File: src/fan_cruise_pkg.sv
// Overview of operation
// - config bits 7-5 read PWM pin levels
// - bits 3-2 pick manual, thermal or speed
// - config bit 0 selects push-pull, else open-drain
// - too hot: step duty up to FFh
// - speed mode: steer duty to target count
// - tolerance bits 7-5 read tach pin levels, 0 where general input is not selected
// - thermal mode: bits 3-0 are temperature band
// - speed mode: bits 3-0 are count band
// - thermal mode: at or below stop duty, duty becomes zero
// - thermal mode: from zero, jump to start-up duty
// - thermal mode: wait stop time before stop to zero
// - step-up interval between duty increments
// - smart modes read back live duty
// - thermal mode: miss flag after 3 minutes full speed while too hot
package fan_cruise_pkg;

	// register indices; byte address is four times the index
	localparam logic [7:0] STEP_UP_TIME_IDX = 8'h8F;
	localparam logic [7:0] DUTY_IDX         = 8'h94;
	localparam logic [7:0] CONFIG_IDX       = 8'h95;
	localparam logic [7:0] TARGET_IDX       = 8'h96;
	localparam logic [7:0] TOLERANCE_IDX    = 8'h97;
	localparam logic [7:0] STOP_DUTY_IDX    = 8'h98;
	localparam logic [7:0] STARTUP_DUTY_IDX = 8'h99;
	localparam logic [7:0] STOP_TIME_IDX    = 8'h9A;
	localparam logic [7:0] STATUS_IDX       = 8'h9B;

	// reset values
	localparam logic [7:0] STEP_UP_TIME_RST = 8'h0A;
	localparam logic [7:0] DUTY_RST         = 8'hFF;
	localparam logic [7:0] CONFIG_RST       = 8'h00;
	localparam logic [7:0] TARGET_RST       = 8'h00;
	localparam logic [7:0] TOLERANCE_RST    = 8'h00;
	localparam logic [7:0] STOP_DUTY_RST    = 8'h01;
	localparam logic [7:0] STARTUP_DUTY_RST = 8'h01;
	localparam logic [7:0] STOP_TIME_RST    = 8'h3C;

	// field positions
	localparam int CFG_PWM_C_LVL_BIT  = 7;
	localparam int CFG_PWM_B_LVL_BIT  = 6;
	localparam int CFG_PWM_A_LVL_BIT  = 5;
	localparam int CFG_TYPE_LSB       = 2;
	localparam int CFG_PUSH_PULL_BIT  = 0;
	localparam int TOL_TACH_C_LVL_BIT = 7;
	localparam int TOL_TACH_B_LVL_BIT = 6;
	localparam int TOL_TACH_A_LVL_BIT = 5;
	localparam int STATUS_MISS_BIT    = 2;

	localparam logic [7:0] DUTY_FULL = 8'hFF;

	// timing
	localparam int CLK_PERIOD_NS   = 8;
	localparam int TICK_PERIOD_NS  = 100_000_000;
	localparam int TICK_CYCLES     = TICK_PERIOD_NS / CLK_PERIOD_NS;
	localparam int MISS_TIME_MIN   = 3;
	// divide first: the full product would overflow a 32-bit int
	localparam int MISS_TICKS      = MISS_TIME_MIN * 60 * (1_000_000_000 / TICK_PERIOD_NS);
	localparam int PWM_PRESCALE    = 1;

	typedef enum logic [1:0] {
		MODE_MANUAL,
		MODE_THERMAL,
		MODE_SPEED,
		MODE_RESERVED
	} ctrl_mode_t;

endpackage : fan_cruise_pkg

File: src/fan_drive_if.sv
interface fan_drive_if;
	logic [7:0] duty;
	logic       push_pull;
	logic       pin_out;
	logic       pin_oe;

	modport ctrl (output duty, output push_pull, input pin_out, input pin_oe);
	modport pwm  (input duty, input push_pull, output pin_out, output pin_oe);
endinterface : fan_drive_if

File: src/pwm_waveform.sv
module pwm_waveform
	import fan_cruise_pkg::*;
#(
	parameter int PRESCALE = PWM_PRESCALE
) (
	// clock and reset
	input  wire logic clk_i,
	input  wire logic nrst_i,
	// drive request and pin
	fan_drive_if.pwm  drv
);

	localparam int PW = (PRESCALE > 1) ? $clog2(PRESCALE) : 1;

	logic [PW-1:0] pre_cnt;
	logic [7:0]    phase;
	logic          step_en;
	logic          level;

	assign step_en = (pre_cnt == PW'(PRESCALE - 1));
	// FFh holds the line high for the whole period
	assign level   = (drv.duty == DUTY_FULL) || (phase < drv.duty);

	always_ff @(posedge clk_i or negedge nrst_i) begin
		if (!nrst_i) begin
			pre_cnt <= '0;
			phase   <= 8'h00;
		end else begin
			pre_cnt <= step_en ? '0 : pre_cnt + PW'(1);
			if (step_en)
				phase <= phase + 8'h01;
		end
	end

	always_ff @(posedge clk_i or negedge nrst_i) begin
		if (!nrst_i) begin
			drv.pin_out <= 1'b0;
			drv.pin_oe  <= 1'b0;
		end else if (drv.push_pull) begin
			drv.pin_out <= level;
			drv.pin_oe  <= 1'b1;
		end else begin
			// open drain: pull low only, let the line float high
			drv.pin_out <= 1'b0;
			drv.pin_oe  <= !level;
		end
	end

endmodule : pwm_waveform

File: src/fan_cruise_ctrl.sv
// Decided for this implementation: register access over APB.
module fan_cruise_ctrl
	import fan_cruise_pkg::*;
#(
	parameter int TICK_CYC = TICK_CYCLES,
	parameter int MISS_TK  = MISS_TICKS,
	parameter int PRESCALE = PWM_PRESCALE
) (
	// clock and reset
	input  wire logic        clk_i,
	input  wire logic        nrst_i,
	// apb slave
	input  wire logic        psel_i,
	input  wire logic        penable_i,
	input  wire logic        pwrite_i,
	input  wire logic [11:0] paddr_i,
	input  wire logic [31:0] pwdata_i,
	output logic      [31:0] prdata_o,
	output logic             pready_o,
	output logic             pslverr_o,
	// measurements
	input  wire logic [7:0]  temperature_input_c_i,
	input  wire logic [7:0]  tach_count_c_i,
	// general input pins
	input  wire logic        pwm_pin_a_level_i,
	input  wire logic        pwm_pin_b_level_i,
	input  wire logic        pwm_pin_c_level_i,
	input  wire logic        tach_pin_a_level_i,
	input  wire logic        tach_pin_b_level_i,
	input  wire logic        tach_pin_c_level_i,
	input  wire logic        tach_a_general_input_select_i,
	input  wire logic        tach_b_general_input_select_i,
	input  wire logic        tach_c_general_input_select_i,
	// fan pwm pin and miss flag
	output logic             fan_c_pwm_pin_o,
	output logic             fan_c_pwm_pin_oe_o,
	output logic             target_temp_c_miss_flag_o
);

	localparam int TW = $clog2(TICK_CYC + 1);
	localparam int MW = $clog2(MISS_TK + 1);

	// software registers
	logic [7:0] step_up_time;
	logic [7:0] fan_c_duty;
	logic [1:0] fan_c_control_type;
	logic       cfg_reserved_bit;
	logic       fan_c_push_pull_enable;
	logic [7:0] target_reg;
	logic [3:0] tolerance;
	logic [7:0] fan_c_stop_duty;
	logic [7:0] fan_c_startup_duty;
	logic [7:0] fan_c_stop_time;
	logic       target_temp_c_miss_flag;

	// controller state
	logic [7:0]    smart_duty;
	logic [TW-1:0] tick_cnt;
	logic [7:0]    step_cnt;
	logic [7:0]    stop_cnt;
	logic [MW-1:0] miss_cnt;

	// bus decode
	wire        setup_ph  = psel_i && !penable_i;
	wire        access_ph = psel_i && penable_i;
	wire        aligned   = (paddr_i[1:0] == 2'b00) && (paddr_i[11:10] == 2'b00);
	wire [7:0]  reg_idx   = paddr_i[9:2];
	wire        hit_step  = aligned && (reg_idx == STEP_UP_TIME_IDX);
	wire        hit_duty  = aligned && (reg_idx == DUTY_IDX);
	wire        hit_cfg   = aligned && (reg_idx == CONFIG_IDX);
	wire        hit_tgt   = aligned && (reg_idx == TARGET_IDX);
	wire        hit_tol   = aligned && (reg_idx == TOLERANCE_IDX);
	wire        hit_stop  = aligned && (reg_idx == STOP_DUTY_IDX);
	wire        hit_start = aligned && (reg_idx == STARTUP_DUTY_IDX);
	wire        hit_stime = aligned && (reg_idx == STOP_TIME_IDX);
	wire        hit_stat  = aligned && (reg_idx == STATUS_IDX);
	wire        mapped    = hit_step || hit_duty || hit_cfg || hit_tgt || hit_tol
	                        || hit_stop || hit_start || hit_stime || hit_stat;
	wire        wr_en     = access_ph && pwrite_i && mapped;
	wire        stat_rd   = access_ph && !pwrite_i && hit_stat;
	wire [7:0]  wbyte     = pwdata_i[7:0];

	assign pready_o  = 1'b1;
	assign pslverr_o = access_ph && !mapped;

	// mode and comparisons
	ctrl_mode_t mode;
	assign mode = ctrl_mode_t'(fan_c_control_type);

	wire        thermal   = (mode == MODE_THERMAL);
	wire        speed     = (mode == MODE_SPEED);
	wire        smart     = thermal || speed;
	wire [6:0]  fan_c_target_temperature = target_reg[6:0];
	wire [7:0]  fan_c_target_count       = target_reg;
	wire [3:0]  fan_c_temp_tolerance     = tolerance;
	wire [3:0]  fan_c_speed_tolerance    = tolerance;
	wire [8:0]  temp_hi   = {2'b00, fan_c_target_temperature} + {5'h00, fan_c_temp_tolerance};
	wire [8:0]  temp_meas = {1'b0, temperature_input_c_i};
	wire [8:0]  temp_lo_m = temp_meas + {5'h00, fan_c_temp_tolerance};
	wire        too_hot   = temp_meas > temp_hi;
	wire        too_cold  = temp_lo_m < {2'b00, fan_c_target_temperature};
	wire [8:0]  cnt_hi    = {1'b0, fan_c_target_count} + {5'h00, fan_c_speed_tolerance};
	wire [8:0]  cnt_meas  = {1'b0, tach_count_c_i};
	wire [8:0]  cnt_lo_m  = cnt_meas + {5'h00, fan_c_speed_tolerance};
	// a larger count means a slower fan
	wire        too_slow  = cnt_meas > cnt_hi;
	wire        too_fast  = cnt_lo_m < {1'b0, fan_c_target_count};

	// 0.1 s tick
	wire        tick      = (tick_cnt == TW'(TICK_CYC - 1));
	wire [7:0]  step_len  = (step_up_time == 8'h00) ? 8'h01 : step_up_time;
	wire        step_due  = tick && (step_cnt + 8'h01 >= step_len);
	wire        at_full   = (smart_duty == DUTY_FULL);
	wire        at_zero   = (smart_duty == 8'h00);
	wire        at_floor  = !at_zero && (smart_duty <= fan_c_stop_duty);
	wire        stop_done = tick && (stop_cnt + 8'h01 >= fan_c_stop_time);
	wire        miss_hit  = thermal && at_full && too_hot && tick
	                        && (miss_cnt == MW'(MISS_TK - 1));
	wire [7:0]  live_duty = smart ? smart_duty : fan_c_duty;

	// read data
	wire [7:0]  cfg_rd    = {pwm_pin_c_level_i, pwm_pin_b_level_i, pwm_pin_a_level_i,
	                         1'b0, fan_c_control_type, cfg_reserved_bit,
	                         fan_c_push_pull_enable};
	wire        tach_c_lv = tach_c_general_input_select_i && tach_pin_c_level_i;
	wire        tach_b_lv = tach_b_general_input_select_i && tach_pin_b_level_i;
	wire        tach_a_lv = tach_a_general_input_select_i && tach_pin_a_level_i;
	wire [7:0]  tol_rd    = {tach_c_lv, tach_b_lv, tach_a_lv, 1'b0, tolerance};
	wire [7:0]  stat_rd_v = {5'h00, target_temp_c_miss_flag, 2'b00};
	wire [7:0]  rd_byte   = hit_step  ? step_up_time :
	                        hit_duty  ? live_duty :
	                        hit_cfg   ? cfg_rd :
	                        hit_tgt   ? target_reg :
	                        hit_tol   ? tol_rd :
	                        hit_stop  ? fan_c_stop_duty :
	                        hit_start ? fan_c_startup_duty :
	                        hit_stime ? fan_c_stop_time :
	                        hit_stat  ? stat_rd_v : 8'h00;

	// next smart duty
	logic [7:0] next_smart_duty;
	logic       step_taken;
	logic       in_stop_wait;

	always_comb begin
		next_smart_duty = smart_duty;
		step_taken      = 1'b0;
		in_stop_wait    = 1'b0;
		unique case (mode)
			MODE_THERMAL: begin
				if (too_hot) begin
					if (at_zero && tick) begin
						next_smart_duty = fan_c_startup_duty;
						step_taken      = 1'b1;
					end else if (step_due && !at_full) begin
						next_smart_duty = smart_duty + 8'h01;
						step_taken      = 1'b1;
					end
				end else if (too_cold && !at_zero) begin
					if (at_floor) begin
						in_stop_wait = 1'b1;
						if (stop_done)
							next_smart_duty = 8'h00;
					end else if (step_due) begin
						step_taken = 1'b1;
						// never rest between stop duty and zero
						if (smart_duty - 8'h01 < fan_c_stop_duty)
							next_smart_duty = fan_c_stop_duty;
						else
							next_smart_duty = smart_duty - 8'h01;
					end
				end
			end
			MODE_SPEED: begin
				if (step_due && too_slow && !at_full) begin
					next_smart_duty = smart_duty + 8'h01;
					step_taken      = 1'b1;
				end else if (step_due && too_fast && !at_zero) begin
					next_smart_duty = smart_duty - 8'h01;
					step_taken      = 1'b1;
				end
			end
			MODE_MANUAL,
			MODE_RESERVED: begin
				// track the written duty so a mode change starts smoothly
				next_smart_duty = fan_c_duty;
			end
		endcase
	end

	// register writes
	always_ff @(posedge clk_i or negedge nrst_i) begin
		if (!nrst_i) begin
			step_up_time           <= STEP_UP_TIME_RST;
			fan_c_duty             <= DUTY_RST;
			fan_c_control_type     <= CONFIG_RST[CFG_TYPE_LSB +: 2];
			cfg_reserved_bit       <= CONFIG_RST[1];
			fan_c_push_pull_enable <= CONFIG_RST[CFG_PUSH_PULL_BIT];
			target_reg             <= TARGET_RST;
			tolerance              <= TOLERANCE_RST[3:0];
			fan_c_stop_duty        <= STOP_DUTY_RST;
			fan_c_startup_duty     <= STARTUP_DUTY_RST;
			fan_c_stop_time        <= STOP_TIME_RST;
		end else if (wr_en) begin
			if (hit_step)
				step_up_time <= wbyte;
			if (hit_duty)
				fan_c_duty <= wbyte;
			if (hit_cfg) begin
				fan_c_control_type     <= wbyte[CFG_TYPE_LSB +: 2];
				cfg_reserved_bit       <= wbyte[1];
				fan_c_push_pull_enable <= wbyte[CFG_PUSH_PULL_BIT];
			end
			if (hit_tgt)
				target_reg <= wbyte;
			if (hit_tol)
				tolerance <= wbyte[3:0];
			if (hit_stop)
				fan_c_stop_duty <= wbyte;
			if (hit_start)
				fan_c_startup_duty <= wbyte;
			if (hit_stime)
				fan_c_stop_time <= wbyte;
		end
	end

	// read data captured in the setup phase
	always_ff @(posedge clk_i or negedge nrst_i) begin
		if (!nrst_i)
			prdata_o <= 32'h0000_0000;
		else if (setup_ph && !pwrite_i)
			prdata_o <= {24'h00_0000, rd_byte};
	end

	// tick and interval counters
	always_ff @(posedge clk_i or negedge nrst_i) begin
		if (!nrst_i)
			tick_cnt <= '0;
		else
			tick_cnt <= tick ? '0 : tick_cnt + TW'(1);
	end

	always_ff @(posedge clk_i or negedge nrst_i) begin
		if (!nrst_i)
			step_cnt <= 8'h00;
		else if (!smart || step_taken)
			step_cnt <= 8'h00;
		else if (tick && !step_due)
			step_cnt <= step_cnt + 8'h01;
	end

	always_ff @(posedge clk_i or negedge nrst_i) begin
		if (!nrst_i)
			stop_cnt <= 8'h00;
		else if (!in_stop_wait || stop_done)
			stop_cnt <= 8'h00;
		else if (tick)
			stop_cnt <= stop_cnt + 8'h01;
	end

	always_ff @(posedge clk_i or negedge nrst_i) begin
		if (!nrst_i)
			smart_duty <= DUTY_RST;
		else
			smart_duty <= next_smart_duty;
	end

	// full-speed watchdog
	always_ff @(posedge clk_i or negedge nrst_i) begin
		if (!nrst_i)
			miss_cnt <= '0;
		else if (!(thermal && at_full && too_hot) || miss_hit)
			miss_cnt <= '0;
		else if (tick)
			miss_cnt <= miss_cnt + MW'(1);
	end

	// set wins over the clear by read
	always_ff @(posedge clk_i or negedge nrst_i) begin
		if (!nrst_i)
			target_temp_c_miss_flag <= 1'b0;
		else if (miss_hit)
			target_temp_c_miss_flag <= 1'b1;
		else if (stat_rd)
			target_temp_c_miss_flag <= 1'b0;
	end

	assign target_temp_c_miss_flag_o = target_temp_c_miss_flag;

	// pwm output
	fan_drive_if drv ();

	assign drv.duty      = live_duty;
	assign drv.push_pull = fan_c_push_pull_enable;

	pwm_waveform #(
		.PRESCALE (PRESCALE)
	) u_pwm (
		.clk_i  (clk_i),
		.nrst_i (nrst_i),
		.drv    (drv)
	);

	assign fan_c_pwm_pin_o    = drv.pin_out;
	assign fan_c_pwm_pin_oe_o = drv.pin_oe;

endmodule : fan_cruise_ctrl

File: config.mk
export PLATFORM = sky130hd
export DESIGN_NAME = fan_cruise_ctrl
export DESIGN_NICKNAME = d
export VERILOG_FILES = /design/src/fan_cruise_pkg.sv /design/src/fan_drive_if.sv /design/src/pwm_waveform.sv /design/src/fan_cruise_ctrl.sv
export SDC_FILE = /design/constraint.sdc
export NUM_CORES = 1
export LEC_CHECK = 0
export BUFFER_PORTS_ARGS = -buffer_cell sky130_fd_sc_hd__buf_4
export CELL_PAD_IN_SITES_DETAIL_PLACEMENT = 0
export CELL_PAD_IN_SITES_GLOBAL_PLACEMENT = 1
export CORE_MARGIN = 10
export CORE_UTILIZATION = 25
export CTS_BUF_LIST = sky130_fd_sc_hd__clkbuf_8
export CTS_CLUSTER_DIAMETER = 150
export DETAILED_ROUTE_END_ITERATION = 10
export PLACE_DENSITY_LB_ADDON = 0.1
export SETUP_SLACK_MARGIN = 0.5
export SKIP_CTS_REPAIR_TIMING = 1
export SLEW_MARGIN = 20
export SYNTH_ARGS = -nofsm -noshare
export SYNTH_HDL_FRONTEND = slang
export SYNTH_SLANG_ARGS = --single-unit
File: constraint.sdc
create_clock -name clk_i -period 5.75 [get_ports clk_i]
set_input_delay 0.575 -clock clk_i [delete_from_list [all_inputs] [get_ports clk_i]]
set_output_delay 0.575 -clock clk_i [all_outputs]
set_load 0.02 [all_outputs]
# Word level (Yosys, flattened, before mapping)
# Cells that the tools add are included.
[op_classes] n_eq_ne=21 n_lt_le_gt_ge=9 div_mod_pow=0 mux=47 bitwise_logic=0 reduce_logical=78 multipliers=0 n_shift=0 addsub=12
[ops] operator="8-bit two-way mux" count=24
[ops] operator="8-bit equality test (second input constant)" count=11
[ops] operator="1-bit logical AND" count=36
[ops] operator="8-bit by 1-bit adder with 8-bit output (second input constant)" count=4
[ops] operator="8-bit by 4-bit adder with 9-bit output" count=3
[ops] operator="24-bit by 1-bit adder with 24-bit output (second input constant)" count=1
[ops] operator="24-bit equality test (second input constant)" count=1
[ops] operator="24-bit two-way mux" count=1
[ops] operator="8-bit one-hot mux with 3 select lines" count=1
[ops] operator="11-bit two-way mux" count=2
[ops] operator="1-bit two-way mux" count=17
[ops] operator="8-bit greater-or-equal comparator" count=2
[ops] operator="8-bit logical NOT" count=2
[ops] operator="8-bit < comparator" count=2
[ops] operator="2-bit AND reduction" count=8
[ops] operator="1-bit logical OR" count=13
[ops] operator="11-bit by 1-bit adder with 11-bit output (second input constant)" count=1
[ops] operator="11-bit equality test (second input constant)" count=1
[ops] operator="1-bit logical NOT" count=10
[ops] operator="8-bit by 9-bit greater-than comparator with 1-bit output" count=1
[ops] operator="9-bit by 7-bit < comparator with 1-bit output" count=1
[ops] operator="9-bit by 8-bit < comparator with 1-bit output" count=1
[ops] operator="7-bit by 4-bit adder with 8-bit output" count=1
[ops] operator="8-bit greater-than comparator" count=1
[ops] operator="other kinds (15)" count=22
[word_totals] ram_bits=0 romBits=0 memories=0 latchBits=0 word_cells=188 ff_bits=135

# Depth between registers and ports, before layout
# Gate-level depths: netlist (run 1).
[logic_depth] depth_word=13 ltp_mapped=17

# Modules after synthesis
# From an unflattened synthesis (run 1), not the netlist that was laid out.
[unflattened] cells_unflattened=1062 area_unflattened_um2=9775.6
[modules_own_cells] mod="fan_cruise_ctrl" cells_per_inst=1008 area_each_um2=9193.8 instances=1 seq_area_each_um2=3133.0
[modules_own_cells] mod="pwm_waveform" cells_per_inst=54 area_each_um2=581.8 instances=1 seq_area_each_um2=250.2

# Worst setup path after synthesis (run 1)
# No wires, ideal clock.
[synth_path] path_type="reg-to-reg" from="register tolerance[0] (netlist: fan_c_speed_tolerance[0])" to="register smart_duty[7]" setup_ns=0.082 synth_period_minus_slack_ns=3.680 t_arrival_ns=3.598 path_stages_with_launch=18 path_buffers=1 slack_ns=2.070 path_cell_list="dfrtp_1 -> ha_1 -> inv_1 -> fa_1 -> nor2b_1 -> o31a_1 -> nand3_1 -> xnor2_1 -> ha_1 -> o211ai_1 -> o21ai_0 -> o21ai_0 -> nor4bb_1 -> clkbuf_1 -> mux2_2 -> a221oi_1 -> a21oi_1 -> mux2_2"
[synth_via] elab_chain_cells=6
[synth_lines] item="from (decl)" line="fan_cruise_ctrl.sv:50" text="logic [3:0] tolerance;"
[synth_lines] item="from (signal assigned)" line="fan_cruise_ctrl.sv:200" text="tolerance <= TOLERANCE_RST[3:0];"
[synth_lines] item="from (signal assigned)" line="fan_cruise_ctrl.sv:217" text="tolerance <= wbyte[3:0];"
[synth_lines] item="8-bit by 4-bit adder with 9-bit output, on equally long branches" line="fan_cruise_ctrl.sv:102, fan_cruise_ctrl.sv:104"
[synth_lines] item="8-bit by 9-bit greater-than comparator with 1-bit output or 9-bit by 8-bit < comparator with 1-bit output (tied branches)" line="fan_cruise_ctrl.sv:106, fan_cruise_ctrl.sv:107"
[synth_lines] item="1-bit logical AND, on equally long branches (2 in series)" line="fan_cruise_ctrl.sv:175, fan_cruise_ctrl.sv:178"
[synth_lines] item="3-bit by 1-bit inequality test with 1-bit output (no line) or 8-bit two-way mux (tied branches)"
[synth_lines] item="5-bit AND reduction (no line) or 8-bit one-hot mux with 3 select lines (tied branches)"
[synth_lines] item="to (signal assigned)" line="fan_cruise_ctrl.sv:265" text="smart_duty <= next_smart_duty;"
[synth_lines] item="to (decl)" line="fan_cruise_ctrl.sv:57" text="logic [7:0] smart_duty;"
# Parallel ways exist; a longest one is shown, timed or not.
# A chain may end at the register's enable or synchronous reset.

# Final worst setup path (run 1)
[layout_path] from="register target_reg[0] (netlist: fan_c_target_count[0])" to="register smart_duty[4]"
[layout_via] elab_chain_cells=6
[layout_lines] item="from (decl)" line="fan_cruise_ctrl.sv:49" text="logic [7:0] target_reg;"
[layout_lines] item="from (signal assigned)" line="fan_cruise_ctrl.sv:215" text="target_reg <= wbyte;"
[layout_lines] item="8-bit by 4-bit adder with 9-bit output" line="fan_cruise_ctrl.sv:102" text="wire [8:0] cnt_hi = {1'b0, fan_c_target_count} + {5'h00, fan_c_speed_tolerance};"
[layout_lines] item="8-bit by 9-bit greater-than comparator with 1-bit output" line="fan_cruise_ctrl.sv:106" text="wire too_slow = cnt_meas > cnt_hi;"
[layout_lines] item="1-bit logical AND (2 in series)" line="fan_cruise_ctrl.sv:175" text="if (step_due && too_slow && !at_full) begin"
[layout_lines] item="3-bit by 1-bit inequality test with 1-bit output (no line) or 8-bit two-way mux (tied branches)"
[layout_lines] item="5-bit AND reduction (no line) or 8-bit one-hot mux with 3 select lines (tied branches)"
# Parallel ways exist; a longest one is shown, timed or not.

==> metrics.md, run 1 <==
| Metric | Value |
|---|---|
| Status | finished clean |
| Cell variety after synth | 69 |
| Clock tree buffer depth | 2 |
| CP Launch Type | flop |
| Worst-path cell chain | ha_1 > inv_1 > fa_1 > nor2b_1 > o31a_1 > nand3_1 > xnor2_1 > ha_1 > o211ai_1 > o21ai_0 > o21ai_0 > nor4bb_1 > buf_4 > mux2_2 > a221oi_1 > a21oi_1 > mux2_2 |
| Cell Count, Final, Fillers Out | 1616 |
| Delay-heaviest family, CP | compound AO/OA/AOI/OAI gates |
| Sw Ratio | 0.2753 |
| DRT Pass-1 Iters | 5 |
| CTS Buf Count | 17 |
| Drt first-iter violations | 455 |
| YS warnings | 0 |
| Post-synthesis register bit count | 134 |
| EDFF count, synth | 0 |
| CP max stage delay | 0.49 ns |
| Required time worst endpoint | 6.16 ns |
| Net load switching power | 0.5453 mW |
| Die ar. | 46620 sq um |
| Yosys top cell by area | dfrtp_1 |
| Post-DP HPWL | 24.72 mm |
| # diodes | 0 |
| Area grow syn2layout | 14.32% |
| RSZ-0062 raised after global routing | false |
| Final RePlAce weighted congestion | 0.7704 |
| # fillers | 4062 |
| Worst vdd ir | 0.1243 mV |
| Async set-reset flop share out of synthesis | 1.000 |
| Syn avg cell area | 9.245 sq um |
| Hold WC Path Type | input pin to asynchronous set/reset pin |
| Top cell type's share of synthesized area | 0.2868 |
| Max FO, Critical Path | 7 |
| First-pass GRT wire length | 49.93 mm |
| Comb pwr share | 0.099 |
| Cells after DPL | 1584 |
| Critical path's slowest cell | dfrtp_1 |
| DR vias/cell | 4.709 |
| Fmax | 0.2329 GHz |
| Global-route usage over all layers | 0.1393 |
| P_int | 1.436 mW |
| Nets | 1259 |
| Multi-input gate area | 5821 sq um |
| Wire per inst | 19.86 microns |
| CTS Sinks | 134 |
| Final period utilization | 0.7469 |
| Vias in the first global route | 7913 |
| Crit path buf inv count | 2 |
| Post-DRT Antenna Nets | 0 |
| Synth Cell Area | 9597 sq um |
| Clk_skew | 0.01958 ns |
| Arrival @ worst endpoint | 4.70 ns |
| DR vias | 7610 |
| TritonCTS clock tree | built |
| Fraction of layout instances using a drive strength above 1 | 0.1692 |
| Reg area | 3383 sq um |
| Root buffer cell | clkbuf_8 |
| Post-Syn Instances | 1038 |
| Number of port buffers | 61 |
| Clock power frac | 0.424 |
| Seq pwr share | 0.477 |
| Floorplan core area | 37760 sq um |
| Final hold vios | 0 |
| Remaining DRCs | 0 |
| Drt total wl | 32.10 mm |
| Seq/Total Area, Yosys | 0.3525 |
| Final Max Slew Viols | 0 |
| P per Cell Area | 180.6 nW/um^2 |
| Top FF cell, synth | dfrtp_1 |
| Largest net degree at the start of global routing | 89 |
| Initial core utilization | 0.2542 |
| Util after Layout | 0.2906 |
| Relative slew slack | 0.2840 |
| CTS H-Tree Depth | 4 |
| Setup_tns | 0 ns |
| Clock transition at path regs | 0.09 ns |
| Initial antenna violation count | 1 |
| Die H | 215.9 microns |
| Max_cap viols | 0 |
| Critical Path Sink Type | flop |
| Rows | 71 |
| Crit Path Category | flop to flop |
| Actual slew at the worst max-slew pin | 1.065 ns |
| Die width | 215.9 microns |
| Final setup fails | 0 |
| Dominant cells by area after synthesis | dfrtp_1 (29%), ha_1 (12%), dfstp_2 (6.6%) |
| Minimum clock period | 4.294 ns |
| Pleak | 4.970 nW |
| Ports | 111 |
| GR Overflow Total | 0 |
| Skew-Pair Late Insertion Delay | 0.48 ns |
-- stage by stage --
step	setup WS [ns]	total power, mW	instance area, sq um	hold WS (ns)
detailed placement	1.297	1.162	10570	0.4774
CTS	1.441	2.023	10960	0.1980
global route	1.220	2.076	10970	0.2260
finish	1.456	1.981	10970	0.1963
global placement	1.312	1.163	10550	0.4750
floorplan	2.070	1.074	9683	0.2794
-- final cells by class --
type | count | area share
well taps | 511 | 0.05828
clock inverters | 15 | 0.01505
repair buffers | 70 | 0.04824
inverters | 53 | 0.01813
flip-flops and latches | 134 | 0.3084
multi-input cells | 816 | 0.5306
clock buffers | 17 | 0.02133
-- flip-flops by register name (all words and copies together) (netlist names) --
name,flops
step_cnt,8
fan_c_control_type,2
prdata_o,8
cfg_reserved_bit,1
step_up_time,8
drv.push_pull,1
u_pwm.phase,8
fan_c_speed_tolerance,4
fan_c_target_count,8
fan_c_startup_duty,8
target_temp_c_miss_flag_o,1
fan_c_stop_duty,8
fan_c_stop_time,8
stop_cnt,8
smart_duty,8
tick_cnt,24
u_pwm.drv.pin_out,1
fan_c_duty,8
u_pwm.drv.pin_oe,1
miss_cnt,11
-- final timing paths --
kind,startpoint,endpoint,slack (ns),cells after the start
min in group clk_i,pwdata_i[1],step_up_time[1],0.41,3
min,nrst_i,tick_cnt[18],0.20,1
max,fan_c_target_count[0],smart_duty[4],1.46,17
max reg2reg,fan_c_target_count[0],smart_duty[4],1.46,17
max in group asynchronous,nrst_i,step_up_time[2],4.27,2
min reg2reg,prdata_o[6],prdata_o[6],0.49,2
-- worst register-to-register path, stage by stage, from the launching register on --
cell and delay [ns]:
dfrtp_1 0.49, ha_1 0.22, inv_1 0.05, fa_1 0.40
nor2b_1 0.22, o31a_1 0.20, nand3_1 0.11, xnor2_1 0.20
ha_1 0.32, o211ai_1 0.08, o21ai_0 0.15, o21ai_0 0.19
nor4bb_1 0.34, buf_4 0.24, mux2_2 0.35, a221oi_1 0.24
a21oi_1 0.11, mux2_2 0.31
-- synth_stat cells, types with 29 or more instances --
| library cell | number |
|---|---|
| dfrtp_1 | 110 |
| ha_1 | 90 |
| nand2_1 | 89 |
| nor2_1 | 82 |
| o21ai_0 | 67 |
| a21oi_1 | 64 |
| inv_1 | 53 |
| xnor2_1 | 45 |
| mux2_2 | 36 |
| xor2_1 | 36 |
| nand3_1 | 33 |
| mux2i_1 | 29 |
-- cells by family after synthesis --
family                     share of synthesized area
buffers and inverters                        0.05372
DFF                                           0.3525
AOI/OAI and AO/OA                             0.1454
other                                      0.0007826
and+or+nand+nor                               0.1752
muxes                                        0.07484
adders and majority gates                     0.1236
xor gates and xnor gates                     0.07392
-- routing by layer --
layer	up-vias	track usage	part of all wire
met2	129	0.2191	0.46
met3	16	0.02559	0.032
li1	3773	-	-
met1	3692	0.1920	0.50
met4	0	0.03566	0.012
met5	-	0	0
-- power by group through the flow --
| stage | registers, mW | clock network, mW | logic, mW |
|---|---|---|---|
| after floorplan | 0.963 | 0 | 0.111 |
| final | 0.946 | 0.839 | 0.196 |
| after global routing | 0.946 | 0.911 | 0.218 |
| after CTS | 0.946 | 0.877 | 0.199 |
| after detailed placement | 0.964 | 0 | 0.198 |
| after global placement | 0.964 | 0 | 0.199 |
-- cell usage in the layout, fill, tap and decap left out, types with 4 or more instances in the layout --
master / netlist / final
inv_1: 53 / 55
and4_1: 7 / 7
o21ai_0: 67 / 67
clkinv_2: 0 / 5
o22a_1: 5 / 5
a21oi_1: 64 / 64
a211o_1: 4 / 4
conb_1: 2 / 25
nand4_1: 18 / 18
mux2_2: 36 / 36
clkbuf_8: 0 / 17
o211ai_1: 4 / 4
buf_4: 25 / 69
ha_1: 90 / 90
or2_2: 5 / 5
nor2b_1: 13 / 13
o22ai_1: 8 / 8
o2111ai_1: 5 / 5
and3_1: 10 / 10
a21o_1: 8 / 8
nand2_1: 89 / 89
nor2_1: 82 / 81
nor3_1: 21 / 21
nor3b_1: 4 / 4
nor4_2: 3 / 4
nand2b_1: 11 / 11
nand3_1: 33 / 33
dfstp_2: 24 / 24
mux2i_1: 29 / 29
nor4_1: 10 / 8
a211oi_1: 10 / 10
xnor2_1: 45 / 45
xor2_1: 36 / 36
o21a_1: 12 / 12
a221oi_1: 10 / 10
dfrtp_1: 110 / 110
or3_1: 6 / 6
Note: power is estimated with default switching activity, not from simulation.
==> run 2, diff against run 1 <==
- ABC_AREA: not set -> 1
- clock period: 5.75 -> 4.5 ns (I/O delays scaled with it)
==> run 2 against run 1 <==
  * Clock power up 36%
  * First-iteration DRC count up 22%
  * Critical path depth up 2
  * Fmax up 17%
  * Register-to-register slack worse by 0.63 ns
  * Largest cell class unchanged
  * Via count up 23%
  * Clock skew down 0.00098 ns
  * Worst setup slack worse by 0.63 ns
==> metrics.md, run 2 <==
| Metric | Value |
|---|---|
| Status | finished clean (unchanged) |
| Setup_tns | 0 ns (unchanged) |
| Async set-reset flop share out of synthesis | 1.000 (unchanged) |
| CTS Sinks | 134 (unchanged) |
| Final period utilization | 0.8174 (was 0.7469) |
| Fraction of layout instances using a drive strength above 1 | 0.1417 (was 0.1692) |
| Vias in the first global route | 9472 (was 7913) |
| # diodes | 0 (unchanged) |
| Clock transition at path regs | 0.10 ns (was 0.09 ns) |
| Actual slew at the worst max-slew pin | 0.9361 ns (was 1.065 ns) |
| R2R Path End | smart_duty[0] (was smart_duty[4]) |
| Arrival @ worst endpoint | 4.09 ns (was 4.70 ns) |
| Hold WC Path Type | input pin to flop (was input pin to asynchronous set/reset pin) |
| Number of flip-flops in the largest register | 24 (unchanged) |
| FF-to-FF Start | fan_c_speed_tolerance[0] (was fan_c_target_count[0]) |
| Post-DP HPWL | 28.58 mm (was 24.72 mm) |
| Post-synthesis register bit count | 134 (unchanged) |
| GR Overflow Total | 0 (unchanged) |
| Wire per inst | 17.17 microns (was 19.86 microns) |
| End point of the worst hold path | fan_c_target_count[5] |
| Drt total wl | 35.66 mm (was 32.10 mm) |
| Top FF cell, synth | dfrtp_1 (unchanged) |
| Worst vdd ir | 0.2097 mV (was 0.1243 mV) |
| Largest net degree at the start of global routing | 101 (was 89) |
| DR vias/cell | 4.489 (was 4.709) |
| Pleak | 5.821 nW (was 4.970 nW) |
| Post-Syn Instances | 1459 (was 1038) |
| Top cell type's share of synthesized area | 0.2582 (was 0.2868) |
| Commonest non-fill, non-tap cell in the layout | nand2_1 (was dfrtp_1) |
| Final setup fails | 0 (unchanged) |
| Nets | 1692 (was 1259) |
| Area grow syn2layout | 13.25% (was 14.32%) |
| CP Launch Type | flop (unchanged) |
| Most common cell in the netlist | nand2_1 (was dfrtp_1) |
| Ports | 111 (unchanged) |
| Clk_skew | 0.01860 ns (was 0.01958 ns) |
| Commonest cells after routing, fill and taps aside | nand2_1 (372), inv_1 (200), nor2_1 (140) (was dfrtp_1 (110), ha_1 (90), nand2_1 (89)) |
| Fmax | 0.2719 GHz (was 0.2329 GHz) |
| Initial core utilization | 0.2536 (was 0.2542) |
| Util after Layout | 0.2872 (was 0.2906) |
| CTS H-Tree Depth | 4 (unchanged) |
| Final Max Slew Viols | 0 (unchanged) |
| Rows | 75 (was 71) |
| Post-DRT Antenna Nets | 0 (unchanged) |
| Final hold vios | 0 (unchanged) |
| Root buffer cell | clkbuf_8 (unchanged) |
| Die ar. | 51310 sq um (was 46620 sq um) |
| Syn avg cell area | 7.307 sq um (was 9.245 sq um) |
| DRT Pass-1 Iters | 5 (unchanged) |
| First-pass GRT wire length | 55.85 mm (was 49.93 mm) |
| DP Worst Slack | 0.5334 ns (was 1.297 ns) |
| Dominant cells by area after synthesis | dfrtp_1 (26%), nand2_1 (13%), ha_1 (11%) (was dfrtp_1 (29%), ha_1 (12%), dfstp_2 (6.6%)) |
| EDFF count, synth | 0 (unchanged) |
| P per Cell Area | 208.9 nW/um^2 (was 180.6 nW/um^2) |
| Remaining DRCs | 0 (unchanged) |
| Critical Path Sink Type | flop (unchanged) |
| Largest registers | tick_cnt (24), miss_cnt (11) (unchanged) |
| Synth Cell Area | 10660 sq um (was 9597 sq um) |
| Global-route usage over all layers | 0.1430 (was 0.1393) |
| YS warnings | 0 (unchanged) |
| Final Power | 2.522 mW (was 1.981 mW) |
| Hold Path Depth | 3 |
| Number of port buffers | 61 (unchanged) |
| Floorplan core area | 42040 sq um (was 37760 sq um) |
| Cell Count, Final, Fillers Out | 2077 (was 1616) |
| Hold path startpoint | pwdata_i[5] |
| Max_cap viols | 0 (unchanged) |
| Max FO, Critical Path | 15 (was 7) |
| Crit Path Category | flop to flop (unchanged) |
| Yosys top cell by area | dfrtp_1 (unchanged) |
| CTS Buf Count | 17 (unchanged) |
| Final RePlAce weighted congestion | 0.7984 (was 0.7704) |
| Skew-Pair Late Insertion Delay | 0.50 ns (was 0.48 ns) |
| DR vias | 9323 (was 7610) |
| Seq/Total Area, Yosys | 0.3173 (was 0.3525) |
| Die H | 226.5 microns (was 215.9 microns) |
| Post-synth top cells | nand2_1 (374), inv_1 (201), nor2_1 (141) (was dfrtp_1 (110), ha_1 (90), nand2_1 (89)) |
| Required time worst endpoint | 4.91 ns (was 6.16 ns) |
| TritonCTS clock tree | built (unchanged) |
| Cell variety after synth | 51 (was 69) |
| FF-to-FF path depth | 19 (was 17) |
| Fin worst setup slack | 0.8217 ns (was 1.456 ns) |
| Clock tree buffer depth | 2 (unchanged) |
| RSZ-0062 raised after global routing | false (unchanged) |
| Largest Register | tick_cnt (unchanged) |
| Relative slew slack | 0.3737 (was 0.2840) |
| Die width | 226.5 microns (was 215.9 microns) |
| R2r setup slk | 0.82 ns (was 1.46 ns) |
| Drt first-iter violations | 555 (was 455) |
| Cells after DPL | 2038 (was 1584) |
| Minimum clock period | 3.678 ns (was 4.294 ns) |
| Initial antenna violation count | 0 (was 1) |
[run 2: cell types whose count changed after synthesis, sizes merged, moves of 29 or more]
cell	before	now
nand4	18	51
nor2	83	158
xnor2	45	16
inv	53	208
mux2	36	0
nand3	34	88
nand2	89	385
[run 2: logic make-up after synthesis]
family / count (synthesis) / share of synthesized area
other: 2 / 0.0007044
muxes: 2 / 0.001878
and+or+nand+nor: 733 / 0.3164
buffers and inverters: 257 / 0.1057
DFF: 134 / 0.3173
adders and majority gates: 93 / 0.1113
xor gates and xnor gates: 45 / 0.03697
AOI/OAI and AO/OA: 193 / 0.1097
[run 2: per-layer routing]
metal | GRT usage | part of all wire
met1 | 0.1853 | 0.48
met2 | 0.2399 | 0.48
met3 | 0.02804 | 0.032
met4 | 0.03181 | 0.012
met5 | 0 | 0
[run 2: worst max-delay path: stages (launching register included)]
cell and delay, ns:
dfrtp_2 0.44, ha_1 0.19, inv_1 0.06, fa_1 0.39, o21ai_0 0.18, a21oi_1 0.13
nor3_1 0.19, xor2_1 0.13, ha_1 0.29, nand2_1 0.06, nor2_1 0.15, nand4_1 0.26
a21oi_1 0.41, nand3_1 0.18, nand2_2 0.11, nor2_4 0.04, nand2_4 0.17, inv_1 0.08
nand2_1 0.06, o21ai_1 0.06
[run 2: cell type report]
cell class | count | area [sq um]
fill | 4714 | 29970
tap | 539 | 674.4
clock inverter | 14 | 175.2
inverter | 210 | 788.3
multi-input combinational | 1091 | 6245
sequential | 134 | 3385
clock buffer | 18 | 247.7
timing repair buffer | 71 | 559.3
[run 2: worst max path at each step]
stage	endpoint	slack [ns]	from	depth (start not counted)
detailed placement	stop_cnt[0]	0.53	fan_c_speed_tolerance[0]	16
CTS	stop_cnt[0]	0.51	fan_c_speed_tolerance[0]	16
global placement	stop_cnt[0]	0.60	fan_c_speed_tolerance[0]	17
global route	step_cnt[4]	0.51	fan_c_target_count[0]	18
finish	smart_duty[0]	0.82	fan_c_speed_tolerance[0]	19
floorplan	stop_cnt[0]	1.43	fan_c_speed_tolerance[0]	17
[run 2: through the flow]
step	hold slack, ns	area (sq um)
floorplan	0.1544	10750
global placement	0.4453	11570
detailed placement	0.4475	11570
CTS	0.1027	11990
global route	0.2070	12070
finish	0.2394	12070
[run 2: report_power, final]
group | switching [mW] | internal, mW
clock network | 0.570 | 0.567
registers | 0.000316 | 1.20
logic | 0.126 | 0.0540
==> run 3, diff against run 2 <==
- clock period: 4.5 -> 3.4 ns (I/O delays scaled with it)
==> run 3 against run 2 <==
  * Count of clock-buffer cells in the layout rose by 1
  * Sequential power rose by 33%
  * Die area did not move
  * Clock skew rose by 0.0062 ns
  * Total power rose by 35%
  * Combinational power rose by 35%
  * Clock power rose by 37%
  * Worst setup slack got worse by 0.79 ns
  * Cell count rose by 2.0%
  * Worst hold slack got worse by 0.15 ns
  * First-iteration DRC count rose by 17%
  * Cell area rose by 4.3%
==> metrics.md, run 3 (same netlist as run 2, synthesis figures left out) <==
| Metric | Value |
|---|---|
| # fillers | 4677 (was 4714) |
| Crit Path Category | flop to flop (unchanged) |
| Max FO, Critical Path | 8 (was 15) |
| Worst hold slack | 0.09092 ns (was 0.2394 ns) |
| First-pass GRT wire length | 57.30 mm (was 55.85 mm) |
| Worst-path cell chain | ha_2 > inv_2 > fa_2 > o21ai_2 > a21oi_2 > nor3_2 > xor2_1 > ha_1 > nand2_2 > nor2_4 > nand4_1 > nand2_2 > nor2_2 > buf_4 > nand3_4 > nand2_2 > nor2_4 > buf_6 > nand2_8 > nor2_1 > nand2_1 > nand2_1 (was ha_1 > inv_1 > fa_1 > o21ai_0 > a21oi_1 > nor3_1 > xor2_1 > ha_1 > nand2_1 > nor2_1 > nand4_1 > a21oi_1 > nand3_1 > nand2_2 > nor2_4 > nand2_4 > inv_1 > nand2_1 > o21ai_1) |
| Largest net degree at the start of global routing | 61 (was 101) |
| CP max stage delay | 0.39 ns (was 0.44 ns) |
| Final setup fails | 0 (unchanged) |
| Die H | 226.5 microns (unchanged) |
| CP Launch Type | flop (unchanged) |
| Remaining DRCs | 0 (unchanged) |
| Fmax | 0.2969 GHz (was 0.2719 GHz) |
| Fin worst setup slack | 0.03176 ns (was 0.8217 ns) |
| Actual slew at the worst max-slew pin | 0.9727 ns (was 0.9361 ns) |
| Worst vdd ir | 0.3594 mV (was 0.2097 mV) |
| TritonCTS clock tree | built (unchanged) |
| Ports | 111 (unchanged) |
| Die width | 226.5 microns (unchanged) |
| Drt total wl | 37.29 mm (was 35.66 mm) |
| Area grow syn2layout | 18.16% (was 13.25%) |
| Commonest non-fill, non-tap cell in the layout | nand2_1 (unchanged) |
| End point of the worst hold path | fan_c_target_count[0] (was fan_c_target_count[5]) |
| R2R Path End | smart_duty[1] (was smart_duty[0]) |
| Root buffer cell | clkbuf_8 (unchanged) |
| Multi-input gate area | 6442 sq um (was 6245 sq um) |
| Critical Path Sink Type | flop (unchanged) |
| Reg area | 3383 sq um (was 3385 sq um) |
| Die ar. | 51310 sq um (unchanged) |
| Post-DRT Antenna Nets | 0 (unchanged) |
| Critical path's slowest cell | dfrtp_1 (was dfrtp_2) |
| Initial core utilization | 0.2536 (unchanged) |
| Final Max Slew Viols | 0 (unchanged) |
| P per Cell Area | 269.5 nW/um^2 (was 208.9 nW/um^2) |
| Crit path buf inv count | 3 (was 2) |
| Global-route usage over all layers | 0.1480 (was 0.1430) |
| Clock tree buffer depth | 2 (unchanged) |
| CTS Sinks | 134 (unchanged) |
| Nets | 1734 (was 1692) |
| DR vias/cell | 4.479 (was 4.489) |
| Clk_skew | 0.02485 ns (was 0.01860 ns) |
| Required time worst endpoint | 3.85 ns (was 4.91 ns) |
| FF-to-FF path depth | 22 (was 19) |
| Hold WC Path Type | input pin to flop (unchanged) |
| Skew-Pair Late Insertion Delay | 0.51 ns (was 0.50 ns) |
| Floorplan core area | 42040 sq um (unchanged) |
| Final RePlAce weighted congestion | 0.8309 (was 0.7984) |
| Rows | 75 (unchanged) |
| Hold path startpoint | pwdata_i[0] (was pwdata_i[5]) |
| Largest registers | tick_cnt (24), miss_cnt (11) (unchanged) |
| Number of port buffers | 61 (unchanged) |
| Largest Register | tick_cnt (unchanged) |
| Fraction of layout instances using a drive strength above 1 | 0.1848 (was 0.1417) |
| Delay-heaviest family, CP | simple AND/OR/NAND/NOR gates (unchanged) |
| CTS H-Tree Depth | 4 (unchanged) |
| DR vias | 9492 (was 9323) |
| Initial antenna violation count | 0 (unchanged) |
| Pleak | 6.053 nW (was 5.821 nW) |
| Relative slew slack | 0.3491 (was 0.3737) |
| Util after Layout | 0.2996 (was 0.2872) |
| Drt first-iter violations | 650 (was 555) |
| Arrival @ worst endpoint | 3.82 ns (was 4.09 ns) |
| Final period utilization | 0.9907 (was 0.8174) |
| FF-to-FF Start | fan_c_speed_tolerance[0] (unchanged) |
| GR Overflow Total | 0 (unchanged) |
| Number of flip-flops in the largest register | 24 (unchanged) |
| CTS Buf Count | 17 (unchanged) |
| # diodes | 0 (unchanged) |
| Wire per inst | 17.60 microns (was 17.17 microns) |
| Final hold vios | 0 (unchanged) |
| Status | finished clean (unchanged) |
| Hold Path Depth | 3 (unchanged) |
| R2r setup slk | 0.03 ns (was 0.82 ns) |
| Commonest cells after routing, fill and taps aside | nand2_1 (367), inv_1 (200), nor2_1 (135) (was nand2_1 (372), inv_1 (200), nor2_1 (140)) |
| Vias in the first global route | 9504 (was 9472) |
| Post-DP HPWL | 30.05 mm (was 28.58 mm) |
| RSZ-0062 raised after global routing | true (was false) |
| Minimum clock period | 3.368 ns (was 3.678 ns) |
| Clock transition at path regs | 0.10 ns (about the same) |
| DP Worst Slack | 0.03047 ns (was 0.5334 ns) |
| Most used cell, CP | nand2_2 |
| DRT Pass-1 Iters | 5 (unchanged) |
| Max_cap viols | 0 (unchanged) |
-- run 3: tightest hold or removal path: cells and delay by family --
| family | cells | cell delay [ns] |
|---|---|---|
| compound gates | 1 | 0.10 |
| simple gates | 1 | 0.04 |
| buf+inv | 1 | 0.09 |
-- run 3: worst max-delay path by stage --
stage	startpoint	endpoint	cells after the start
2_1_floorplan	fan_c_speed_tolerance[0]	stop_cnt[0]	17
3_3_place_gp	fan_c_speed_tolerance[0]	smart_duty[4]	18
3_5_place_dp	fan_c_speed_tolerance[0]	smart_duty[1]	21
4_1_cts	fan_c_speed_tolerance[0]	smart_duty[3]	21
5_1_grt	fan_c_speed_tolerance[2]	smart_duty[6]	21
6_report	fan_c_speed_tolerance[0]	smart_duty[1]	22
-- run 3: routing by layer --
metal	track usage	vias to the layer above	share of wire
li1	-	4931	-
met1	0.2002	4430	0.49
met2	0.2424	113	0.47
met3	0.02481	18	0.032
met4	0.03051	0	0.0079
met5	0	-	0
-- run 3: layout make-up --
type,count,area share
Clock buffer,19,0.02076
Clock inverter,13,0.01420
Inverter,210,0.06297
Multi-Input combinational cell,1093,0.5114
Sequential cell,134,0.2686
Tap cell,539,0.05354
Timing Repair Buffer,111,0.06853
-- run 3: power by group --
| part | internal, mW | switching (mW) |
|---|---|---|
| Combinational | 0.0745 | 0.168 |
| Sequential | 1.59 | 0.000551 |
| Clock | 0.833 | 0.724 |
-- run 3: stage by stage --
| stage | instance area (sq um) | power [mW] | TNS, ns | std cells |
|---|---|---|---|---|
| final | 12600 | 3.395 | 0 | 2119 |
| after floorplan | 10790 | 1.752 | 0 | 1482 |
| after global routing | 12600 | 3.565 | -2.036 | 2119 |
| after global placement | 11930 | 1.869 | 0 | 2080 |
| after CTS | 12370 | 3.464 | -0.02238 | 2112 |
| after detailed placement | 11930 | 1.869 | 0 | 2080 |
